==> src/verilog/asdp_consts.svh <==
// Register offsets, field positions, reset values and opcode fields of the datapath.
`ifndef ASDP_CONSTS_SVH
`define ASDP_CONSTS_SVH

`define ASDP_OFF_INSTR     8'h00
`define ASDP_OFF_FILE_IN   8'h04
`define ASDP_OFF_FILE_OUT  8'h08
`define ASDP_OFF_ACC       8'h0c
`define ASDP_OFF_STATUS    8'h10
`define ASDP_OFF_PTR0      8'h14
`define ASDP_OFF_PTR1      8'h18

`define ASDP_ST_C          0
`define ASDP_ST_NC         1
`define ASDP_ST_Z          2
`define ASDP_ST_BUSY       3
`define ASDP_ST_WB         4

`define ASDP_FO_ADDR_LSB   8
`define ASDP_ACC_RST       8'h00
`define ASDP_PTR_RST       16'h0000
`define ASDP_INSTR_RST     14'h0000

`define ASDP_GRP_LIT       2'h3
`define ASDP_GRP_FILE      2'h0
`define ASDP_NIB_LADD      4'he
`define ASDP_NIB_LAND      4'h9
`define ASDP_NIB_PADD      4'h1
`define ASDP_NIB_ADDC      4'hd
`define ASDP_NIB_ASR       4'h7
`define ASDP_NIB_RADD      4'h7
`define ASDP_NIB_RAND      4'h5
`define ASDP_IND0_ADDR     7'h00
`define ASDP_IND1_ADDR     7'h01

`define ASDP_RESP_OKAY     2'h0
`define ASDP_RESP_SLVERR   2'h2

`endif

==> src/verilog/asdp_pkg.sv <==
// Types shared by the add and shift datapath.
`default_nettype none
package asdp_pkg;

  typedef struct packed {
    logic z;
    logic nc;
    logic c;
  } asdp_flags_s;

  typedef struct packed {
    logic [7:0]  value;
    asdp_flags_s flags;
  } asdp_sum_s;

  typedef enum logic [2:0] {
    ASDP_IDLE  = 3'b001,
    ASDP_STALL = 3'b010,
    ASDP_EXEC  = 3'b100
  } asdp_state_e;

  typedef logic [13:0] asdp_opcode_t;

endpackage
`default_nettype wire

==> src/verilog/asdp_core.sv <==
// AXI4-Lite controlled execution datapath for add, AND and shift instructions.
//
// Functional notes
// RL1 - Pointer add: signed six-bit literal, no flags.
// RL2 - Pointer pair wraps modulo 65536.
// RL3 - Literal add into accumulator, updates all three flags.
// RL4 - Register add: accumulator plus addressed register.
// RL5 - Target bit zero: accumulator; one: register.
// RL6 - Add with carry includes current carry.
// RL7 - Literal AND into accumulator, zero flag only.
// RL8 - Register AND to chosen target, zero only.
// RL9 - Arithmetic shift right, bit 0 into carry.
// RL10 - Literal add opcode 11 1110, one cycle.
// RL11 - Literal AND opcode 11 1001, one cycle.
// RL12 - Pointer add opcode 11 0001 0nkk.
// RL13 - Indirect access with pointer MSb: extra cycle.
// RL14 - Carry bit 7, nibble carry 3, zero flag.
`timescale 1ns/1ps
`default_nettype none
`include "asdp_consts.svh"
module asdp_core
  import asdp_pkg::*;
(
  // Clock and reset.
  input  wire logic        aclk,
  input  wire logic        aresetn,
  // Write address channel.
  input  wire logic [7:0]  s_axi_awaddr,
  input  wire logic [2:0]  s_axi_awprot,
  input  wire logic        s_axi_awvalid,
  output logic             s_axi_awready,
  // Write data channel.
  input  wire logic [31:0] s_axi_wdata,
  input  wire logic [3:0]  s_axi_wstrb,
  input  wire logic        s_axi_wvalid,
  output logic             s_axi_wready,
  // Write response channel.
  output logic [1:0]       s_axi_bresp,
  output logic             s_axi_bvalid,
  input  wire logic        s_axi_bready,
  // Read address channel.
  input  wire logic [7:0]  s_axi_araddr,
  input  wire logic [2:0]  s_axi_arprot,
  input  wire logic        s_axi_arvalid,
  output logic             s_axi_arready,
  // Read data channel.
  output logic [31:0]      s_axi_rdata,
  output logic [1:0]       s_axi_rresp,
  output logic             s_axi_rvalid,
  input  wire logic        s_axi_rready
);

  logic [7:0]   awaddr_reg;
  logic [31:0]  wdata_reg;
  logic [3:0]   wstrb_reg;
  asdp_opcode_t instr_reg;
  logic [7:0]   file_in_reg;
  logic [7:0]   file_out_reg;
  logic [6:0]   file_addr_reg;
  logic         file_wb_reg;
  logic [7:0]   acc_reg;
  asdp_flags_s  flags_reg;
  logic [15:0]  ptr_reg [2];
  asdp_state_e  state_reg;
  asdp_state_e  state_next;
  logic         wr_do;
  logic         wr_mapped;
  logic         instr_hit;

  // Addition with carry in; carry from bit 7, nibble carry from bit 3.
  function automatic asdp_sum_s add8(input logic [7:0] a, input logic [7:0] b,
                                     input logic cin);
    logic [8:0] full;
    logic [4:0] low;
    asdp_sum_s  r;
    full = {1'b0, a} + {1'b0, b} + {8'h00, cin};
    low  = {1'b0, a[3:0]} + {1'b0, b[3:0]} + {4'h0, cin};
    r.value    = full[7:0];
    r.flags.c  = full[8]; // RL14
    r.flags.nc = low[4]; // RL14
    r.flags.z  = (full[7:0] == 8'h00); // RL14
    return r;
  endfunction

  function automatic logic [31:0] merge(input logic [31:0] old, input logic [31:0] nw,
                                        input logic [3:0] strb);
    logic [31:0] r;
    r = old;
    for (int i = 0; i < 4; i++) begin
      if (strb[i]) begin
        r[i*8 +: 8] = nw[i*8 +: 8];
      end
    end
    return r;
  endfunction

  function automatic logic is_file_op(input asdp_opcode_t op);
    logic r;
    r = 1'b0;
    if (op[13:12] == `ASDP_GRP_FILE) begin
      r = (op[11:8] == `ASDP_NIB_RADD) || (op[11:8] == `ASDP_NIB_RAND);
    end else if (op[13:12] == `ASDP_GRP_LIT) begin
      r = (op[11:8] == `ASDP_NIB_ADDC) || (op[11:8] == `ASDP_NIB_ASR);
    end
    return r;
  endfunction

  // Write channels are taken independently; the write acts once both are held.
  assign wr_do     = !s_axi_awready && !s_axi_wready && !s_axi_bvalid;
  assign instr_hit = wr_do && awaddr_reg == `ASDP_OFF_INSTR && state_reg == ASDP_IDLE;
  assign wr_mapped = awaddr_reg == `ASDP_OFF_INSTR || awaddr_reg == `ASDP_OFF_FILE_IN ||
                     awaddr_reg == `ASDP_OFF_ACC || awaddr_reg == `ASDP_OFF_STATUS ||
                     awaddr_reg == `ASDP_OFF_PTR0 || awaddr_reg == `ASDP_OFF_PTR1;

  always_ff @(posedge aclk) begin
    if (!aresetn) begin
      s_axi_awready <= 1'b1;
      s_axi_wready  <= 1'b1;
      s_axi_bvalid  <= 1'b0;
      s_axi_bresp   <= `ASDP_RESP_OKAY;
      awaddr_reg    <= 8'h00;
      wdata_reg     <= 32'h0000_0000;
      wstrb_reg     <= 4'h0;
    end else begin
      if (s_axi_awvalid && s_axi_awready) begin
        awaddr_reg    <= s_axi_awaddr;
        s_axi_awready <= 1'b0;
      end
      if (s_axi_wvalid && s_axi_wready) begin
        wdata_reg    <= s_axi_wdata;
        wstrb_reg    <= s_axi_wstrb;
        s_axi_wready <= 1'b0;
      end
      if (wr_do) begin
        s_axi_bvalid <= 1'b1;
        s_axi_bresp  <= wr_mapped ? `ASDP_RESP_OKAY : `ASDP_RESP_SLVERR;
      end
      if (s_axi_bvalid && s_axi_bready) begin
        s_axi_bvalid  <= 1'b0;
        s_axi_awready <= 1'b1;
        s_axi_wready  <= 1'b1;
      end
    end
  end

  always_ff @(posedge aclk) begin
    if (!aresetn) begin
      s_axi_arready <= 1'b1;
      s_axi_rvalid  <= 1'b0;
      s_axi_rdata   <= 32'h0000_0000;
      s_axi_rresp   <= `ASDP_RESP_OKAY;
    end else if (s_axi_arvalid && s_axi_arready) begin
      s_axi_arready <= 1'b0;
      s_axi_rvalid  <= 1'b1;
      s_axi_rresp   <= `ASDP_RESP_OKAY;
      case (s_axi_araddr)
        `ASDP_OFF_INSTR:    s_axi_rdata <= {18'h00000, instr_reg};
        `ASDP_OFF_FILE_IN:  s_axi_rdata <= {24'h000000, file_in_reg};
        `ASDP_OFF_FILE_OUT: s_axi_rdata <= {17'h00000, file_addr_reg, file_out_reg};
        `ASDP_OFF_ACC:      s_axi_rdata <= {24'h000000, acc_reg};
        `ASDP_OFF_STATUS:   s_axi_rdata <= {27'h0000000, file_wb_reg,
                                            state_reg != ASDP_IDLE, flags_reg};
        `ASDP_OFF_PTR0:     s_axi_rdata <= {16'h0000, ptr_reg[0]};
        `ASDP_OFF_PTR1:     s_axi_rdata <= {16'h0000, ptr_reg[1]};
        default: begin
          s_axi_rdata <= 32'h0000_0000;
          s_axi_rresp <= `ASDP_RESP_SLVERR;
        end
      endcase
    end else if (s_axi_rvalid && s_axi_rready) begin
      s_axi_rvalid  <= 1'b0;
      s_axi_arready <= 1'b1;
    end
  end

  // An indirect operand whose pointer has its top bit set costs one more cycle.
  always_comb begin
    logic [13:0] op;
    op = wdata_reg[13:0];
    state_next = state_reg;
    case (state_reg)
      ASDP_IDLE: begin
        if (instr_hit) begin
          state_next = ASDP_EXEC;
          if (is_file_op(op) && (op[6:0] == `ASDP_IND0_ADDR || op[6:0] == `ASDP_IND1_ADDR) &&
              ptr_reg[op[0]][15]) begin
            state_next = ASDP_STALL; // RL13
          end
        end
      end
      ASDP_STALL: state_next = ASDP_EXEC; // RL13
      ASDP_EXEC:  state_next = ASDP_IDLE; // RL10 RL11
      default:    state_next = ASDP_IDLE;
    endcase
  end

  always_ff @(posedge aclk) begin
    if (!aresetn) begin
      state_reg <= ASDP_IDLE;
      instr_reg <= `ASDP_INSTR_RST;
    end else begin
      state_reg <= state_next;
      if (instr_hit) begin
        instr_reg <= wdata_reg[13:0];
      end
    end
  end

  always_ff @(posedge aclk) begin
    if (!aresetn) begin
      file_in_reg <= 8'h00;
    end else if (wr_do && awaddr_reg == `ASDP_OFF_FILE_IN) begin
      file_in_reg <= 8'(merge({24'h000000, file_in_reg}, wdata_reg, wstrb_reg));
    end
  end

  // Execution results; a result in the same cycle as a bus write wins.
  always_ff @(posedge aclk) begin
    asdp_sum_s  s;
    logic       to_file;
    logic [7:0] res;
    logic [15:0] pnew;
    to_file = instr_reg[7]; // RL5
    s       = add8(acc_reg, 8'h00, 1'b0);
    res     = 8'h00;
    pnew    = ptr_reg[instr_reg[6]] + {{10{instr_reg[5]}}, instr_reg[5:0]}; // RL1 RL2
    if (!aresetn) begin
      acc_reg       <= `ASDP_ACC_RST;
      flags_reg     <= '0;
      ptr_reg[0]    <= `ASDP_PTR_RST;
      ptr_reg[1]    <= `ASDP_PTR_RST;
      file_out_reg  <= 8'h00;
      file_addr_reg <= 7'h00;
      file_wb_reg   <= 1'b0;
    end else begin
      if (wr_do) begin
        case (awaddr_reg)
          `ASDP_OFF_ACC:    acc_reg <= 8'(merge({24'h000000, acc_reg}, wdata_reg, wstrb_reg));
          `ASDP_OFF_STATUS: flags_reg <= wstrb_reg[0] ? wdata_reg[2:0] : flags_reg;
          `ASDP_OFF_PTR0:   ptr_reg[0] <= 16'(merge({16'h0000, ptr_reg[0]}, wdata_reg,
                                                    wstrb_reg));
          `ASDP_OFF_PTR1:   ptr_reg[1] <= 16'(merge({16'h0000, ptr_reg[1]}, wdata_reg,
                                                    wstrb_reg));
          default: ;
        endcase
      end
      if (state_reg == ASDP_EXEC) begin
        case (instr_reg[13:8])
          {`ASDP_GRP_LIT, `ASDP_NIB_LADD}: begin
            s = add8(acc_reg, instr_reg[7:0], 1'b0);
            acc_reg   <= s.value; // RL3 RL10
            flags_reg <= s.flags; // RL3
          end
          {`ASDP_GRP_LIT, `ASDP_NIB_LAND}: begin
            res = acc_reg & instr_reg[7:0];
            acc_reg     <= res; // RL7 RL11
            flags_reg.z <= res == 8'h00; // RL7
          end
          {`ASDP_GRP_LIT, `ASDP_NIB_PADD}: begin
            if (!instr_reg[7]) begin
              ptr_reg[instr_reg[6]] <= pnew; // RL1 RL2 RL12
            end
          end
          {`ASDP_GRP_LIT, `ASDP_NIB_ADDC}: begin
            s = add8(acc_reg, file_in_reg, flags_reg.c); // RL6
            res       = s.value;
            flags_reg <= s.flags;
          end
          {`ASDP_GRP_LIT, `ASDP_NIB_ASR}: begin
            res = {file_in_reg[7], file_in_reg[7:1]}; // RL9
            flags_reg.c <= file_in_reg[0]; // RL9
            flags_reg.z <= res == 8'h00; // RL9
          end
          {`ASDP_GRP_FILE, `ASDP_NIB_RADD}: begin
            s = add8(acc_reg, file_in_reg, 1'b0); // RL4
            res       = s.value;
            flags_reg <= s.flags;
          end
          {`ASDP_GRP_FILE, `ASDP_NIB_RAND}: begin
            res = acc_reg & file_in_reg; // RL8
            flags_reg.z <= res == 8'h00; // RL8
          end
          default: ;
        endcase
        if (is_file_op(instr_reg)) begin
          file_addr_reg <= instr_reg[6:0];
          file_wb_reg   <= to_file; // RL5
          if (to_file) begin
            file_out_reg <= res; // RL5
          end else begin
            acc_reg <= res; // RL5
          end
        end
      end
    end
  end

endmodule
`default_nettype wire

==> config.mk <==
export PLATFORM = sky130hd
export DESIGN_NAME = asdp_core
export DESIGN_NICKNAME = d
export VERILOG_FILES = /design/src/verilog/asdp_pkg.sv /design/src/verilog/asdp_core.sv
export VERILOG_INCLUDE_DIRS = /design/src /design/src/verilog
export SDC_FILE = /design/constraint.sdc
export NUM_CORES = 1
export LEC_CHECK = 0
export BUFFER_PORTS_ARGS = -buffer_cell sky130_fd_sc_hd__clkbuf_2
export CAP_MARGIN = 20
export CORE_ASPECT_RATIO = 1.5
export CORE_MARGIN = 3
export CORE_UTILIZATION = 54
export CTS_CLUSTER_SIZE = 40
export DETAILED_ROUTE_END_ITERATION = 8
export GPL_ROUTABILITY_DRIVEN = 0
export GPL_TIMING_DRIVEN = 0
export MAX_ROUTING_LAYER = met4
export PLACE_DENSITY_LB_ADDON = 0.15
export SYNTH_ARGS = -nofsm -noshare
export SYNTH_HDL_FRONTEND = slang
export SYNTH_SLANG_ARGS = --single-unit
==> constraint.sdc <==
create_clock -name aclk -period 3.12 [get_ports aclk]
set_input_delay 0.312 -clock aclk [delete_from_list [all_inputs] [get_ports aclk]]
set_output_delay 0.312 -clock aclk [all_outputs]
set_load 0.05 [all_outputs]
* Word level (Yosys, flattened, before mapping)
Memories as Yosys holds them, arrays and structs flattened. A register that Yosys moved wholly into a read port is not among the register bits.
Index checks and enable logic that the tools add are counted.
** Cells by class
- Add/subtract/negate cells :: 7
- Multiply operators :: 0
- Div/mod/pow operators :: 0
- $lt $le $gt $ge :: 0
- Equal/unequal tests :: 32
- Shift-type cells :: 0
- Multiplexer cells :: 69
- Bitwise gates (word level) :: 5
- Reduce and logical (&&, ||, !) cells :: 42
** Operator list (number)
- $mux W8 :: 22
- $pmux W16 S7 :: 1
- $logic_not A8 Y1 :: 8
- $eq A8 B5 Y1 const B :: 6
- $pmux W8 S5 :: 1
- $mux W16 :: 2
- $eq A6 B6 Y1 const B :: 5
- $mux W1 :: 30
- $eq A8 B4 Y1 const B :: 3
- $add A8 B8 Y9 :: 2
- $mux W3 :: 6
- $add A16 B16 Y16 :: 1
- $and A8 B8 Y8 :: 2
- $eq A4 B3 Y1 const B :: 4
- $eq A8 B3 Y1 const B :: 2
- $pmux W8 S2 :: 1
- $eq A6 B3 Y1 const B :: 2
- $logic_and A1 B1 Y1 :: 12
- $add A4 B4 Y5 :: 2
- $logic_or A1 B1 Y1 :: 10
- $add A9 B1 Y9 :: 1
- $eq A4 B4 Y1 const B :: 2
- $eq A7 B1 Y1 const B :: 1
- $logic_not A7 Y1 :: 1
- other kinds (21) :: 28
** Storage, ports and cells
- Bits in registers :: 119
- Latch bits :: 0
- Memory bits (writable) :: 32
- Memory bits (read-only) :: 0
- Input port bits :: 65
- Output and inout bits :: 41
- Word-level logic and storage cells :: 177
- Memories kept :: 1
** Memories
- ptr_reg :: depth 2, bits a word 16, rd ports 4, clocked after Yosys merged registers in 2, write ports 3, line asdp_core.sv:63 : logic [15:0] ptr_reg [2];

* Logic depth before layout (Yosys ltp)
- Depth after elaboration :: 12
- Mapped depth :: 12
- Gate-level depth less buffers :: 11

* Least setup slack after synthesis
OpenSTA, ideal clock, no wires.
- Path kind :: register to register
- Start point :: register with a tool-made name
- End point :: memory ptr_reg[1][14], data pin
- Library setup time :: 0.265 ns
- Arrival :: 2.881 ns
- Required time :: 2.855 ns
- Path slack :: -0.026 ns
- Cell stages (with the launch flop) :: 12
- Buffers on the path :: 2
- Period minus slack after synthesis :: 3.146 ns
- Cells stage by stage :: dfxtp_1 clkbuf_1 buf_1 mux2_2 ha_1 a21oi_1 a21oi_1 or4_1 o21ai_0 o21ai_0 xnor2_1 o21ai_0
** RTL lines (line)
- to (decl) :: asdp_core.sv:63

==> flow_summary.ini <==
[clock_tree]
cts_buffers = 17
ctsLongestPathBuffers = 2
cts_sinks = 135
root_buffer = clkbuf_16
cts_tree = yes
htreeDepth = 4
clk_latency_ps = 420
cts_hold_buffers = 0
clk_pin_slew_worst_paths_ps = 60

[power_and_ir_drop]
p_seq_share_pct = 45.5
p_comb_share_pct = 9.0
p_leak_uw = 0.00381
powerDensity_mw_per_mm2 = 410
p_switching_uw = 1100
vdd_drop_max_mv = 0.327
p_int_uw = 3030
design_power_total_uw = 4130
swShare_pct = 26.7
clock_power_share_pct = 45.5

[detailed_routing]
final_antenna_net_count = 0
drt-initial-drc-count = 616
via_count = 8162
first_pass_iters = 5
avgRoutedWirePerCell_um = 21.0
drc = 0
post_drt_via_cell_ratio = 6.19
wl_mm = 27.7

[die]
pin_count = 106
row_count = 56
dieWidth_um = 110
die_h_um = 162
dieArea_mm2 = 0.0178
fp.coreArea_mm2 = 0.0158
start_util_pct = 55.5

[layout]
final_area_mm2 = 0.0101
final_cell_mix = 127 x nand2_1, 98 x dfxtp_1, 76 x o21ai_0, 61 x clkbuf_2, 51 x nand3_1
instances_no_fill = 1319
final_core_util_pct = 63.9
fin_nets = 1204
syn2layout_area_growth_pct = 15.1
largest_reg_flops = 32
diodes = 0
nFillCells = 1381
drive_above_1_share_pct = 17.7
layout.cells.most_common = nand2_1

[timing]
setup_viol = 0
rsz0062_at_grt = false
min_period_ps = 3020
drv_slew = 0
hold_viol = 0
fmax_mhz = 331
maxSlewHeadroom_pct = 38.3
clock_skew_ps = 10.3
tightestPinTransition_ps = 921
finalCritPeriodShare_pct = 96.9
setup_slack_ps = 95.2

[synth]
synthCells = 1002
yosys.area.top_type_share_pct = 23.6
synth_edf_count = 32
synth_top_area_cell = dfxtp_1
synthFlopType = dfxtp_1
synth_area_mm2 = 0.00875
yosysSeqAreaShare_pct = 34.5
async_reset_ff_share_pct = 0
postSynthAreaPerCell_um2 = 8.74
synth_cell_type_count = 83
ys.warnings.count = 0
ys_top_cells_by_area = dfxtp_1 24%, edfxtp_1 11%, nand2_1 5.4%
ys_ff_latch = 135

[placement]
dp_hpwl_mm = 21.2
pre_cts_ws_ps = -403
numPortBuffers = 60
postPlaceCellArea_mm2 = 0.00937
place_inst = 1282

[min_path]
hp-class = in2reg

[critical_path]
worstPathRequired_ps = 3160
cp.arrival_ps = 3060
path_class = reg2reg
critical_path_peak_fanout = 10
crit_path_end_kind = register
start_kind = register

[global_routing]
grt_pass1_wl_mm = 42.6
overflow = 0
grt_pass1_vias = 7919
antenna_found_initial = 0
grt_usage_pct = 32.4
grt_max_degree = 17

[flow_run]
drv_cap = 0

[outcome]
status = finished clean
[path summary, 6_finish.rpt]
path	slack, ps	from	depth (start not counted)	endpoint
min	120	s_axi_wdata[6]	3	wdata_reg[6]$_SDFFE_PN0P_
max reg2reg	100	state_reg[2]$_SDFFE_PN0P_	6	ptr_reg[1][12]$_DFFE_PP_
max	100	state_reg[2]$_SDFFE_PN0P_	6	ptr_reg[1][12]$_DFFE_PP_
min reg2reg	460	wstrb_reg[0]$_SDFFE_PN0P_	2	wstrb_reg[0]$_SDFFE_PN0P_
[repair_timing]
action,CTS,global route
gates resized for setup,8,17
setup endpoints to repair,19,23
gates cloned,0,0
pin swaps,0,2
buffers inserted,0,5
[synthesized netlist by cell type (3+ instances only)]
cell type and count:
inv_1 16, nand2b_1 13, buf_4 20, clkbuf_1 43, a211oi_1 6, xor2_1 15
buf_1 3, o21a_1 6, buf_2 8, or4_1 3, nor3_1 20, o311a_1 3
a31oi_1 5, and3_1 6, xnor2_1 14, nand4_1 6, ha_1 33, or3_1 4
a222oi_1 14, nor3b_1 7, o22ai_1 10, a21o_1 7, o21ai_0 77, a22oi_1 11
fa_1 3, and2_1 19, nor4_1 8, a21oi_1 31, nor2_1 50, o211ai_1 12
edfxtp_1 32, a21boi_0 44, mux4_2 5, mux2_2 23, nand2_1 127, nand3_1 51
mux2i_1 45, nor2b_1 37, dfxtp_1 103
[power groups by stage]
stage	clock, µW	combinational, µW	sequential, µW
6_report	1880	372	1880
3_3_place_gp	0	359	1920
2_1_floorplan	0	246	1920
5_1_grt	1950	404	1880
4_1_cts	1880	366	1880
3_5_place_dp	0	364	1920
[worst max-delay path, stage by stage, from the launching register on]
cell and delay, ps:
dfxtp_1 450, nor3b_1 400, nand2_1 300, nor3_1 470, nand2_1 220, clkbuf_1 300
o211ai_1 500
[metrics by stage]
step	setup TNS (ps)	hold WS, ps
after detailed placement	-3780	454
after CTS	0	119
final	0	123
after floorplan	0	412
after global placement	-2850	448
after global routing	0	138
[layer usage]
layer	track usage, %	wire length [µm]
met1	35.9	10200
met2	53.0	13600
met3	3.90	1530
met4	23.3	2330
met5	-	0
[area by class of cell]
| cell class | count | area, µm² | area share, % |
|---|---|---|---|
| sequential | 135 | 3030 | 30.1 |
| multi-input combinational | 793 | 5450 | 54.1 |
| clock inverter | 12 | 91.3 | 0.906 |
| buffer | 74 | 378 | 3.75 |
| tap | 203 | 254 | 2.52 |
| timing repair buffer | 66 | 355 | 3.53 |
| inverter | 16 | 60.1 | 0.596 |
| clock buffer | 20 | 458 | 4.54 |
[cells by family after synthesis]
kind of cell / Yosys count / share of synthesized area [%]
multiplexers: 73 / 9.39
XOR/XNOR: 30 / 3.09
AO/OA/AOI/OAI: 263 / 20.6
other: 1 / 0.0428
flip-flops: 135 / 34.5
buffers and inverters: 91 / 4.96
adder cells (fa/ha/maj): 36 / 5.40
AND/OR/NAND/NOR: 373 / 21.9
Note: power is estimated with default switching activity, not from simulation.
